--- src/fifo_ports_consts.vh ---
`ifndef FIFO_PORTS_CONSTS_VH
`define FIFO_PORTS_CONSTS_VH

// ****************************************
// storage geometry
// ****************************************
`define FIFO_DEPTH      7'd64
`define FIFO_DW         36
`define PTR_W           7
`define IDX_W           6

// ****************************************
// flag offset values picked at reset release
// ****************************************
`define OFFSET_HH       5'd16
`define OFFSET_HL       5'd12
`define OFFSET_LH       5'd8
`define OFFSET_LL       5'd4

// ****************************************
// port b size codes {size_sel_high, size_sel_low}
// ****************************************
`define SIZE_LONG       2'b00
`define SIZE_WORD       2'b01
`define SIZE_BYTE       2'b10
`define SIZE_MAIL       2'b11
`define WORD_BITS       18
`define BYTE_BITS       9
`define WORD_LEFT       2'd1
`define BYTE_LEFT       2'd3

// ****************************************
// register map and bus answers
// ****************************************
`define ADDR_W          8
`define REG_CTRL        8'h00
`define REG_STATUS      8'h04
`define REG_LEVEL       8'h08
`define CTRL_FLUSH_BIT  0
`define RESP_OKAY       2'b00
`define RESP_DECERR     2'b11

`endif

--- src/fifo_flags_ports.v ---
`default_nettype none
`include "fifo_ports_consts.vh"

module fifo_flags_ports (
  // clock and bus reset
  input  wire                    aclk,
  input  wire                    aresetn,
  // axi4-lite write address and data
  input  wire [`ADDR_W-1:0]      s_axi_awaddr,
  input  wire                    s_axi_awvalid,
  output wire                    s_axi_awready,
  input  wire [31:0]             s_axi_wdata,
  input  wire [3:0]              s_axi_wstrb,
  input  wire                    s_axi_wvalid,
  output wire                    s_axi_wready,
  // axi4-lite write response
  output reg  [1:0]              s_axi_bresp,
  output reg                     s_axi_bvalid,
  input  wire                    s_axi_bready,
  // axi4-lite read
  input  wire [`ADDR_W-1:0]      s_axi_araddr,
  input  wire                    s_axi_arvalid,
  output wire                    s_axi_arready,
  output reg  [31:0]             s_axi_rdata,
  output reg  [1:0]              s_axi_rresp,
  output reg                     s_axi_rvalid,
  input  wire                    s_axi_rready,
  // device reset and offset straps
  input  wire                    reset_n,
  input  wire                    offset_pick0,
  input  wire                    offset_pick1,
  // port a pins
  input  wire                    clock_a,
  input  wire                    port_a_select_n,
  input  wire                    port_a_write_not_read,
  input  wire                    port_a_strobe,
  input  wire                    port_a_mailbox_select,
  input  wire [`FIFO_DW-1:0]     port_a_data_in,
  output reg  [`FIFO_DW-1:0]     port_a_data_out,
  output wire                    port_a_data_oe,
  // port b pins
  input  wire                    clock_b,
  input  wire                    port_b_select_n,
  input  wire                    port_b_write_not_read,
  input  wire                    port_b_strobe,
  input  wire                    port_b_size_sel_low,
  input  wire                    port_b_size_sel_high,
  input  wire [`FIFO_DW-1:0]     port_b_data_in,
  output reg  [`FIFO_DW-1:0]     port_b_data_out,
  output wire                    port_b_data_oe,
  // flags
  output wire                    full_n,
  output wire                    almost_full_n,
  output wire                    empty_n,
  output wire                    almost_empty_n,
  output reg                     mail_to_b_flag,
  output reg                     mail_to_a_flag
);

  // ****************************************
  // helpers
  // ****************************************
  function [`PTR_W-1:0] bin2gray;
    input [`PTR_W-1:0] b;
    begin
      bin2gray = b ^ (b >> 1);
    end
  endfunction

  function [`PTR_W-1:0] gray2bin;
    input [`PTR_W-1:0] g;
    integer i;
    begin
      gray2bin[`PTR_W-1] = g[`PTR_W-1];
      for (i = `PTR_W - 2; i >= 0; i = i - 1) begin
        gray2bin[i] = gray2bin[i+1] ^ g[i];
      end
    end
  endfunction

  // ****************************************
  // pin synchronisers
  // ****************************************
  localparam IN_W = 86;
  wire [IN_W-1:0] pin_raw;
  reg  [IN_W-1:0] pin_s1;
  reg  [IN_W-1:0] pin_s2;

  assign pin_raw = {reset_n, offset_pick1, offset_pick0,
                    clock_a, port_a_select_n, port_a_write_not_read,
                    port_a_strobe, port_a_mailbox_select, port_a_data_in,
                    clock_b, port_b_select_n, port_b_write_not_read,
                    port_b_strobe, port_b_size_sel_high, port_b_size_sel_low,
                    port_b_data_in};

  // two stages before any logic looks at a pin
  always @(posedge aclk) begin
    if (!aresetn) begin
      pin_s1 <= {IN_W{1'b0}};
      pin_s2 <= {IN_W{1'b0}};
    end else begin
      pin_s1 <= pin_raw;
      pin_s2 <= pin_s1;
    end
  end

  wire                rst_pin_s = pin_s2[85];
  wire [1:0]          pick_s    = pin_s2[84:83];
  wire                clock_a_s    = pin_s2[82];
  wire                a_sel_n   = pin_s2[81];
  wire                a_wnr     = pin_s2[80];
  wire                a_strobe  = pin_s2[79];
  wire                a_mbox    = pin_s2[78];
  wire [`FIFO_DW-1:0] a_din     = pin_s2[77:42];
  wire                clock_b_s    = pin_s2[41];
  wire                b_sel_n   = pin_s2[40];
  wire                b_wnr     = pin_s2[39];
  wire                b_strobe  = pin_s2[38];
  wire [1:0]          b_size    = pin_s2[37:36];
  wire [`FIFO_DW-1:0] b_din     = pin_s2[35:0];

  // ****************************************
  // port clock edges and device reset
  // ****************************************
  reg        clock_a_d;
  reg        clock_b_d;
  reg        rst_pin_d;
  reg        ctrl_flush;
  reg  [4:0] flag_offset;
  wire       a_tick  = clock_a_s & ~clock_a_d;
  wire       b_tick  = clock_b_s & ~clock_b_d;
  wire       dev_rst = ~aresetn | ~rst_pin_s | ctrl_flush;

  // edge detectors, offset latched on reset_n release
  always @(posedge aclk) begin
    if (!aresetn) begin
      clock_a_d      <= 1'b0;
      clock_b_d      <= 1'b0;
      rst_pin_d   <= 1'b0;
      flag_offset <= `OFFSET_LL;
    end else begin
      clock_a_d    <= clock_a_s;
      clock_b_d    <= clock_b_s;
      rst_pin_d <= rst_pin_s;
      if (rst_pin_s && !rst_pin_d) begin
        case (pick_s)
          2'b11:   flag_offset <= `OFFSET_HH;
          2'b10:   flag_offset <= `OFFSET_HL;
          2'b01:   flag_offset <= `OFFSET_LH;
          default: flag_offset <= `OFFSET_LL;
        endcase
      end
    end
  end

  // ****************************************
  // storage and pointers
  // ****************************************
  reg [`FIFO_DW-1:0] mem [0:63];
  reg [`PTR_W-1:0]   wbin;
  reg [`PTR_W-1:0]   wgray;
  reg [`PTR_W-1:0]   rbin;
  reg [`PTR_W-1:0]   rgray;
  reg [`PTR_W-1:0]   rsync1;
  reg [`PTR_W-1:0]   rsync2;
  reg [`PTR_W-1:0]   wsync1;
  reg [`PTR_W-1:0]   wsync2;
  reg [1:0]          a_up;
  reg [1:0]          b_up;
  reg [`PTR_W-1:0]   count_a;
  reg [`PTR_W-1:0]   count_b;

  // ****************************************
  // port a decode
  // ****************************************
  wire a_xfer  = a_tick & ~a_sel_n & a_strobe;
  wire fifo_wr = a_xfer & a_wnr & ~a_mbox & full_n;
  wire mb1_wr  = a_xfer & a_wnr & a_mbox & mail_to_b_flag;
  wire mb2_rd  = a_xfer & ~a_wnr & a_mbox;

  assign port_a_data_oe = ~a_sel_n & ~a_wnr;

  // write side: storage, write pointer, read pointer sync
  always @(posedge aclk) begin
    if (fifo_wr) begin
      mem[wbin[`IDX_W-1:0]] <= a_din;
    end
  end

  always @(posedge aclk) begin
    if (dev_rst) begin
      wbin   <= {`PTR_W{1'b0}};
      wgray  <= {`PTR_W{1'b0}};
      rsync1 <= {`PTR_W{1'b0}};
      rsync2 <= {`PTR_W{1'b0}};
      a_up   <= 2'b00;
    end else begin
      if (fifo_wr) begin
        wbin  <= wbin + 7'd1;
        wgray <= bin2gray(wbin + 7'd1);
      end
      if (a_tick) begin
        rsync1 <= rgray;
        rsync2 <= rsync1;
        a_up   <= {a_up[0], 1'b1};
      end
    end
  end

  // fill level as seen by the write side
  always @* begin
    count_a = wbin - gray2bin(rsync2);
  end

  assign full_n        = a_up[1] & (count_a != `FIFO_DEPTH);
  assign almost_full_n = ~a_up[1] |
                         (count_a < (`FIFO_DEPTH - {2'b00, flag_offset}));

  // ****************************************
  // port b decode
  // ****************************************
  reg  [1:0]          left;
  reg  [1:0]          cur_size;
  reg  [`FIFO_DW-1:0] aux;
  reg  [`FIFO_DW-1:0] out_reg;
  wire                b_mail   = (b_size == `SIZE_MAIL);
  wire                b_xfer   = b_tick & ~b_sel_n & b_strobe;
  wire                ram_empty = (wsync2 == rgray);
  wire                need_pop = (left == 2'd0) | (b_size != cur_size);
  wire                rd_try   = b_xfer & ~b_wnr & ~b_mail & empty_n;
  wire                pop      = rd_try & need_pop & ~ram_empty;
  wire                shift    = rd_try & ~need_pop;
  wire                mb1_rd   = b_xfer & ~b_wnr & b_mail;
  wire                mb2_wr   = b_xfer & b_wnr & b_mail & mail_to_a_flag;
  wire [`FIFO_DW-1:0] ram_word = mem[rbin[`IDX_W-1:0]];

  assign port_b_data_oe = ~b_sel_n & ~b_wnr;

  // read side: pointer, output and auxiliary registers, write pointer sync
  always @(posedge aclk) begin
    if (dev_rst) begin
      rbin     <= {`PTR_W{1'b0}};
      rgray    <= {`PTR_W{1'b0}};
      wsync1   <= {`PTR_W{1'b0}};
      wsync2   <= {`PTR_W{1'b0}};
      b_up     <= 2'b00;
      left     <= 2'd0;
      cur_size <= `SIZE_LONG;
      aux      <= {`FIFO_DW{1'b0}};
      out_reg  <= {`FIFO_DW{1'b0}};
    end else begin
      if (b_tick) begin
        wsync1 <= wgray;
        wsync2 <= wsync1;
        b_up   <= {b_up[0], 1'b1};
      end
      if (pop) begin
        rbin     <= rbin + 7'd1;
        rgray    <= bin2gray(rbin + 7'd1);
        cur_size <= b_size;
        case (b_size)
          `SIZE_WORD: begin
            out_reg[`WORD_BITS-1:0] <= ram_word[`WORD_BITS-1:0];
            aux  <= ram_word >> `WORD_BITS;
            left <= `WORD_LEFT;
          end
          `SIZE_BYTE: begin
            out_reg[`BYTE_BITS-1:0] <= ram_word[`BYTE_BITS-1:0];
            aux  <= ram_word >> `BYTE_BITS;
            left <= `BYTE_LEFT;
          end
          default: begin
            out_reg <= ram_word;
            left    <= 2'd0;
          end
        endcase
      end else if (shift) begin
        left <= left - 2'd1;
        if (cur_size == `SIZE_WORD) begin
          out_reg[`WORD_BITS-1:0] <= aux[`WORD_BITS-1:0];
          aux <= aux >> `WORD_BITS;
        end else begin
          out_reg[`BYTE_BITS-1:0] <= aux[`BYTE_BITS-1:0];
          aux <= aux >> `BYTE_BITS;
        end
      end
    end
  end

  // fill level as seen by the read side
  always @* begin
    count_b = gray2bin(wsync2) - rbin;
  end

  // low while nothing left in storage nor in the auxiliary register
  assign empty_n = b_up[1] & (~ram_empty | (left != 2'd0));
  assign almost_empty_n = b_up[1] &
                          (count_b > {2'b00, flag_offset});

  // ****************************************
  // mailboxes
  // ****************************************
  reg [`FIFO_DW-1:0] mail_to_b_data;
  reg [`FIFO_DW-1:0] mail_to_a_data;

  // a write that meets a read in the same cycle wins
  always @(posedge aclk) begin
    if (dev_rst) begin
      mail_to_b_flag <= 1'b1;
      mail_to_a_flag <= 1'b1;
      mail_to_b_data <= {`FIFO_DW{1'b0}};
      mail_to_a_data <= {`FIFO_DW{1'b0}};
    end else begin
      if (mb1_wr) begin
        mail_to_b_flag <= 1'b0;
        mail_to_b_data <= a_din;
      end else if (mb1_rd) begin
        mail_to_b_flag <= 1'b1;
      end
      if (mb2_wr) begin
        mail_to_a_flag <= 1'b0;
        mail_to_a_data <= b_din;
      end else if (mb2_rd) begin
        mail_to_a_flag <= 1'b1;
      end
    end
  end

  // data pins from flip-flops, one aclk behind the selects
  always @(posedge aclk) begin
    if (!aresetn) begin
      port_a_data_out <= {`FIFO_DW{1'b0}};
      port_b_data_out <= {`FIFO_DW{1'b0}};
    end else begin
      port_a_data_out <= mail_to_a_data;
      port_b_data_out <= b_mail ? mail_to_b_data : out_reg;
    end
  end

  // ****************************************
  // axi4-lite slave
  // ****************************************
  reg               aw_held;
  reg               w_held;
  reg [`ADDR_W-1:0] aw_addr;
  reg [31:0]        w_data;
  reg [3:0]         w_strb;

  assign s_axi_awready = ~aw_held & ~s_axi_bvalid;
  assign s_axi_wready  = ~w_held & ~s_axi_bvalid;
  assign s_axi_arready = ~s_axi_rvalid;

  // write path: address and data in either order, then response
  always @(posedge aclk) begin
    if (!aresetn) begin
      aw_held      <= 1'b0;
      w_held       <= 1'b0;
      aw_addr      <= {`ADDR_W{1'b0}};
      w_data       <= 32'h0000_0000;
      w_strb       <= 4'h0;
      s_axi_bvalid <= 1'b0;
      s_axi_bresp  <= `RESP_OKAY;
      ctrl_flush   <= 1'b0;
    end else begin
      if (s_axi_awvalid && s_axi_awready) begin
        aw_held <= 1'b1;
        aw_addr <= s_axi_awaddr;
      end
      if (s_axi_wvalid && s_axi_wready) begin
        w_held <= 1'b1;
        w_data <= s_axi_wdata;
        w_strb <= s_axi_wstrb;
      end
      if (aw_held && w_held) begin
        aw_held      <= 1'b0;
        w_held       <= 1'b0;
        s_axi_bvalid <= 1'b1;
        if (aw_addr == `REG_CTRL) begin
          s_axi_bresp <= `RESP_OKAY;
          if (w_strb[0]) begin
            ctrl_flush <= w_data[`CTRL_FLUSH_BIT];
          end
        end else if (aw_addr == `REG_STATUS || aw_addr == `REG_LEVEL) begin
          s_axi_bresp <= `RESP_OKAY;              // read-only, write dropped
        end else begin
          s_axi_bresp <= `RESP_DECERR;
        end
      end else if (s_axi_bvalid && s_axi_bready) begin
        s_axi_bvalid <= 1'b0;
      end
    end
  end

  // read path: one cycle from address to data
  always @(posedge aclk) begin
    if (!aresetn) begin
      s_axi_rvalid <= 1'b0;
      s_axi_rdata  <= 32'h0000_0000;
      s_axi_rresp  <= `RESP_OKAY;
    end else if (s_axi_arvalid && s_axi_arready) begin
      s_axi_rvalid <= 1'b1;
      s_axi_rresp  <= `RESP_OKAY;
      case (s_axi_araddr)
        `REG_CTRL:   s_axi_rdata <= {31'h0000_0000, ctrl_flush};
        `REG_STATUS: s_axi_rdata <= {26'h000_0000, mail_to_a_flag,
                                     mail_to_b_flag, almost_full_n, full_n,
                                     almost_empty_n, empty_n};
        `REG_LEVEL:  s_axi_rdata <= {11'h000, flag_offset, 1'b0, count_a,
                                     1'b0, count_b};
        default: begin
          s_axi_rdata <= 32'h0000_0000;
          s_axi_rresp <= `RESP_DECERR;
        end
      endcase
    end else if (s_axi_rvalid && s_axi_rready) begin
      s_axi_rvalid <= 1'b0;
    end
  end

endmodule

`default_nettype wire

--- config.mk ---
export PLATFORM = sky130hd
export DESIGN_NAME = fifo_flags_ports
export DESIGN_NICKNAME = d
export VERILOG_FILES = /design/src/fifo_flags_ports.v
export VERILOG_INCLUDE_DIRS = /design/src
export SDC_FILE = /design/constraint.sdc
export NUM_CORES = 2
export LEC_CHECK = 0
export BUFFER_PORTS_ARGS = -buffer_cell sky130_fd_sc_hd__buf_2
export CORE_MARGIN = 4
export CORE_UTILIZATION = 40
export DETAILED_ROUTE_END_ITERATION = 10
export GPL_ROUTABILITY_DRIVEN = 0
export SYNTH_ARGS = -nofsm -noshare
export SYNTH_HDL_FRONTEND = slang
export SYNTH_SLANG_ARGS = --single-unit
export TNS_END_PERCENT = 100
--- constraint.sdc ---
create_clock -name aclk -period 14.3 [get_ports aclk]
set_clock_uncertainty 0.15 [all_clocks]
set_input_delay 1.43 -clock aclk [delete_from_list [all_inputs] [get_ports aclk]]
set_output_delay 1.43 -clock aclk [all_outputs]
set_load 0.02 [all_outputs]
=== Yosys cells after proc, flatten, opt, wreduce, memory -nomap -nowiden ===
Memory sizes are Yosys's and may differ from the RTL's. A register that Yosys moved wholly into a read port is not among the register bits.
Index checks and enable logic that the tools add are counted.

* Add/subtract/negate cells: 6
* Magnitude comparators: 2
* Equality and inequality tests: 16
* Multiplexer cells: 29
* Bitwise logic cells: 67
* Reduce and logical (&&, ||, !) cells: 26

{| class="wikitable"
|+ Operators with widths
! cell !! count
|-
| $mux 36 || 3
|-
| $pmux 36 s2 || 1
|-
| $pmux 21 s3 || 1
|-
| $mux 18 || 2
|-
| $and 1x1->1 || 30
|-
| $mux 27 || 1
|-
| $mux 9 || 2
|-
| $not 1->1 || 18
|-
| $eq 8x3->1 const B || 2
|-
| $eq 8x4->1 const B || 2
|-
| $logic_not 8->1 || 2
|-
| $pmux 5 s3 || 1
|-
| $add 7x1->7 const B || 2
|-
| $reduce_bool 2->1 || 7
|-
| $sub 7x7->7 || 2
|-
| $xor 7x6->7 || 2
|-
| $mux 6 || 2
|-
| $xor 1x1->1 || 12
|-
| $mux 1 || 10
|-
| $mux 2 || 5
|-
| $eq 2x2->1 const B || 4
|-
| $eq 7x7->1 || 1
|-
| $gt 7x5->1 || 1
|-
| $logic_and 1x1->1 || 7
|-
| other kinds (17) || 26
|}

* Flip-flop bits (word level): 513
* RAM bits: 2304
* Bits of input ports: 145
* Word-level logic and storage cells: 186
* Memories: 1

{| class="wikitable"
|+ Memory list
! name !! words !! width !! rd ports !! clocked after memory_dff !! wr ports !! RTL line !! RTL
|-
| mem || 64 || 36 || 1 || 1 || 1 || fifo_flags_ports.v:159 || <nowiki>reg [`FIFO_DW-1:0] mem [0:63];</nowiki>
|}

=== Longest topological paths before layout ===
* Depth in word-level cells: 12
* Mapped depth: 18

=== Worst setup path before layout ===
No wires, ideal clock.

* Path type: register to register
* Start point: reg rsync2[6]
* End point: mem mem[25][0] (netlist bit) (enable)
* Library setup time: 0.429 ns
* Arrival: 5.478 ns
* Required time: 13.721 ns
* Path slack: 8.243 ns
* Stages on the path, launching flop included: 18
* Buffers on the path: 1
* Period minus slack after synthesis: 6.057 ns
* Cell sequence: dfxtp_1 > xnor2_1 > xor2_1 > xor2_1 > xor2_1 > xor2_1 > xnor2_1 > ha_1 > inv_1 > fa_1 > a21o_1 > a21o_1 > a21o_1 > a311oi_1 > o311a_1 > buf_2 > nand3_1 > nor2_1

* Longest elaborated chain between the ends: 12

{| class="wikitable"
|+ RTL lines
! item !! RTL line !! RTL
|-
| start: declaration || fifo_flags_ports.v:165 || <nowiki>reg [`PTR_W-1:0] rsync2;</nowiki>
|-
| start signal: assignment || fifo_flags_ports.v:195 || <nowiki>rsync2 <= {`PTR_W{1'b0}};</nowiki>
|-
| start signal: assignment || fifo_flags_ports.v:204 || <nowiki>rsync2 <= rsync1;</nowiki>
|-
| $xor 1x1->1 (6 in a row) || fifo_flags_ports.v:76 || <nowiki>gray2bin[i] = gray2bin[i+1] ^ g[i];</nowiki>
|-
| $sub 7x7->7 (*) || fifo_flags_ports.v:212 || <nowiki>count_a = wbin - gray2bin(rsync2);</nowiki>
|-
| $ne 7x7->1 (no source line) (*) || n/a ||
|-
| $and 1x1->1 (*) || fifo_flags_ports.v:215 || <nowiki>assign full_n = a_up[1] & (count_a != `FIFO_DEPTH);</nowiki>
|-
| $and 1x1->1 (*) || fifo_flags_ports.v:177 || <nowiki>wire fifo_wr = a_xfer & a_wnr & ~a_mbox & full_n;</nowiki>
|-
| $mux 1 (*) || fifo_flags_ports.v:185 || <nowiki>if (fifo_wr) begin</nowiki>
|-
| $mux 1 (*) || fifo_flags_ports.v:186 || <nowiki>mem[wbin[`IDX_W-1:0]] <= a_din;</nowiki>
|-
| end: declaration || fifo_flags_ports.v:159 ||
|}

Mark *: on every way between the ends. The rest lies on a longest branch, timed or not.

=== Final worst setup path ===
* Start point: reg rsync2[6]
* End point: out almost_full_n

* Longest elaborated chain between the ends: 9

{| class="wikitable"
|+ RTL lines
! item !! RTL line !! RTL
|-
| $xor 1x1->1 (6 in a row) || fifo_flags_ports.v:76 ||
|-
| $sub 7x7->7 (*) || fifo_flags_ports.v:212 ||
|-
| $lt 7x7->1 (*) || fifo_flags_ports.v:217 || <nowiki>(count_a < (`FIFO_DEPTH - {2'b00, flag_offset}));</nowiki>
|-
| $or 1x1->1 (*) || fifo_flags_ports.v:216 || <nowiki>assign almost_full_n = ~a_up[1] |</nowiki>
|-
| end: declaration || fifo_flags_ports.v:53 || <nowiki>output wire almost_full_n,</nowiki>
|}

Marks and branches as above.

==> flow_summary.ini <==
[drt]
detail_route.vias_per_cell = 5.64
drtAntennaViolNets = 0
via_count = 54513
routed_wirelength_um = 277000
drt-initial-drc-count = 6455
drtPass1Iterations = 5
routed_wire_length_per_instance_um = 28.6
drc = 0

[synth]
netlist_instances = 5587
yosysTopAreaCellShare = 0.652
synth-warning-count = 0
yosys.cell_count.top_type = edfxtp_1
yosys.cell_types.count = 84
async_flop_share = 0
yosys_register_bits = 2793
postSynthAreaPerCell_sq_um = 19.0
ys_dominant_reg_cell = edfxtp_1
post_synth_main_area_contributors = edfxtp_1 (65%), mux4_2 (13%), dfxtp_1 (9.2%)
yosysSeqAreaShare = 0.744
post-synth-top-area-cell = edfxtp_1
synth_edf_count = 2304
synth_area_sq_um = 106000
synth_common_cells = edfxtp_1 (2,304), mux4_2 (613), dfxtp_1 (489)

[setup_path]
criticalPathCategory = flop to output pin
critPathLaunchType = flop
crit_required_ns = 12.72
critical_path_arrival_ns = 5.55
worst_path_max_delay_cell = a311oi_1
endpoint_kind = output pin
series_of_cell_instances_along_the_critical_path = xnor2_1 -> xor2_1 -> xor2_1 -> xor2_1 -> xor2_1 -> xnor2_1 -> ha_1 -> inv_1 -> fa_1 -> a21o_1 -> a21o_1 -> a21o_1 -> a311oi_1 -> inv_1 -> ha_1 -> o21ai_0 -> a21boi_0 -> inv_1 -> buf_2
cell_mode_on_critical_path = xor2_1
timing.reg2reg.worst_path_depth = 18
max_stage_delay_ns = 0.53
worstPathMaxFanout = 4

[clock_network]
cts_root_buf = clkbuf_16
insertion_delay_ns = 0.91
cts-buffers-inserted = 293
tritoncts = built
cts_hold_buffers = 0
clock_path_buffers = 4
tritoncts_num_sinks = 2793
post_cts.repair.setup_buffers = 0
cts.reportedPaths.clkPinSlew_ns = 0.06
postCtsResizedCells = 0
ctsHtreeMaxLevel = 5

[timing]
count_of_final_max_slew_check_failures = 0
fin_crit_sh = 0.498
grt_setup_unrepaired = no
report.final.hold_viol_count = 0
timing.fmax_ghz = 0.140
report.final.setup_viol = 0
setup_total_negative_slack_ns = 0
timing_worst_slew_pin_value_ns = 1.38
layout_min_cycle_time_ns = 7.13
slew-limit-headroom = 0.0772

[layout]
finalCoreUtilization = 0.458
largest_register_ff_count = 2304
layout-drive-gt1-share = 0.248
final_net_count = 6125
final-instance-count-excl-fill = 9664
areaGrowthSynthToFinish_pct = 13.5

[die]
fp.dieH_um = 523
placeableCoreArea_sq_um = 263000
floorplan.die_area_sq_um = 274000
core.rowCount = 188
starting_density_of_the_core = 0.403
dieWidth_um = 523
boundary_pin_count = 266

[worst_hold_path]
hp-class = flop to flop
min_delay_path_depth = 1

[outcome]
outcome = completed

[placement]
place_hpwl_um = 160000
placement.io_buffers = 216
dpl.cell_count = 9168

[flow_run]
max_cap_violations = 0

[power]
power-per-cell-area_nw_per_um2 = 134
power_leakage_nw = 42.2
worst_ir_drop_vdd_mv = 0.109

[global_route]
antenna_found_initial = 17
grt-ovfl-total = 0
grt_first_pass_wirelength_um = 395000
grt_start_max_net_pins = 118
gr-usage-all-layers = 0.199
first_global_vias = 53751
## metrics by stage
stage	area [sq um]	setup WS (ns)	total power [W]	hold WS, ns
after floorplan	106000	8.24	0.00906	0.262
final	120000	7.17	0.0161	0.267
after global placement	112000	7.47	0.00914	0.266
after global routing	120000	6.63	0.0166	0.280
after CTS	120000	7.04	0.0162	0.266
after detailed placement	112000	7.40	0.00915	0.268
## layout by cell type (no fill, tap or decap), types with 20 or more instances in the layout
cell | netlist | routed
o21ai_0 | 57 | 57
mux2_2 | 20 | 20
buf_2 | 76 | 215
mux4_2 | 613 | 613
dfxtp_1 | 489 | 448
nor2b_1 | 75 | 74
ha_1 | 30 | 29
clkbuf_16 | 0 | 301
nand3_1 | 41 | 41
buf_4 | 51 | 154
o22ai_1 | 47 | 47
clkinv_1 | 1 | 60
nor2_1 | 168 | 102
nor3_1 | 34 | 34
and2_1 | 231 | 231
nor2_4 | 0 | 64
edfxtp_1 | 2304 | 2304
xnor2_1 | 23 | 23
xor2_1 | 28 | 28
o221ai_1 | 22 | 22
clkbuf_1 | 132 | 55
clkinv_2 | 0 | 45
a22oi_1 | 29 | 29
dfxtp_2 | 0 | 37
a211oi_1 | 38 | 37
a21oi_1 | 176 | 176
nand2_1 | 382 | 382
inv_1 | 37 | 36
mux2i_1 | 189 | 189
## critical path, delay by kind of cell (launching register included)
kind	cells	cell delay [ns]
xor+xnor	6	1.52
compound gates	6	1.42
fa+ha+maj	3	0.95
buf+inv	4	0.47
flops	1	0.33
## power breakdown
group / total (W) / internal (W) / switching, W
registers: 0.00882 / 0.00879 / 0.0000266
logic: 0.000156 / 0.0000367 / 0.000119
clock network: 0.00711 / 0.00411 / 0.00300
total: 0.0161 / 0.0129 / 0.00315
## layer usage
| metal | global-route usage | share of wire |
|---|---|---|
| met3 | 0.0419 | 0.088 |
| met5 | 0 | 0.00023 |
| met4 | 0.0465 | 0.021 |
| met2 | 0.311 | 0.47 |
| met1 | 0.288 | 0.42 |
## path summary, 6_finish.rpt
kind	startpoint	slack, ns	to
setup / recovery	rsync2[6]	7.17	almost_full_n
hold reg to reg	pin_s1[62]	0.27	pin_s2[62]
setup reg to reg	rsync2[6]	7.45	mem[42][20]
hold / removal	pin_s1[62]	0.27	pin_s2[62]
## cells by family (layout without fill, tap and decap cells)
family / count (synthesis) / count (layout) / synth area share
DFF: 2793 / 2793 / 0.744
buffers and inverters: 366 / 909 / 0.0193
xor gates and xnor gates: 51 / 51 / 0.00421
other: 1 / 20 / 0.0000354
muxes: 823 / 823 / 0.150
AOI/OAI and AO/OA: 519 / 519 / 0.0321
adders and majority gates: 32 / 32 / 0.00392
and+or+nand+nor: 1002 / 1002 / 0.0457
## area by class of cell
| type | instances | area [sq um] |
|---|---|---|
| Clock inverter | 124 | 908 |
| Timing Repair Buffer | 378 | 2400 |
| Antenna cell | 5 | 12.5 |
| Inverter | 40 | 156 |
| Fill cell | 22044 | 143000 |
| Sequential cell | 2793 | 79000 |
| Multi-Input combinational cell | 2442 | 25600 |
| Tap cell | 3515 | 4400 |
| Clock buffer | 367 | 7880 |
No activity file was read; power rests on OpenSTA's default activity.
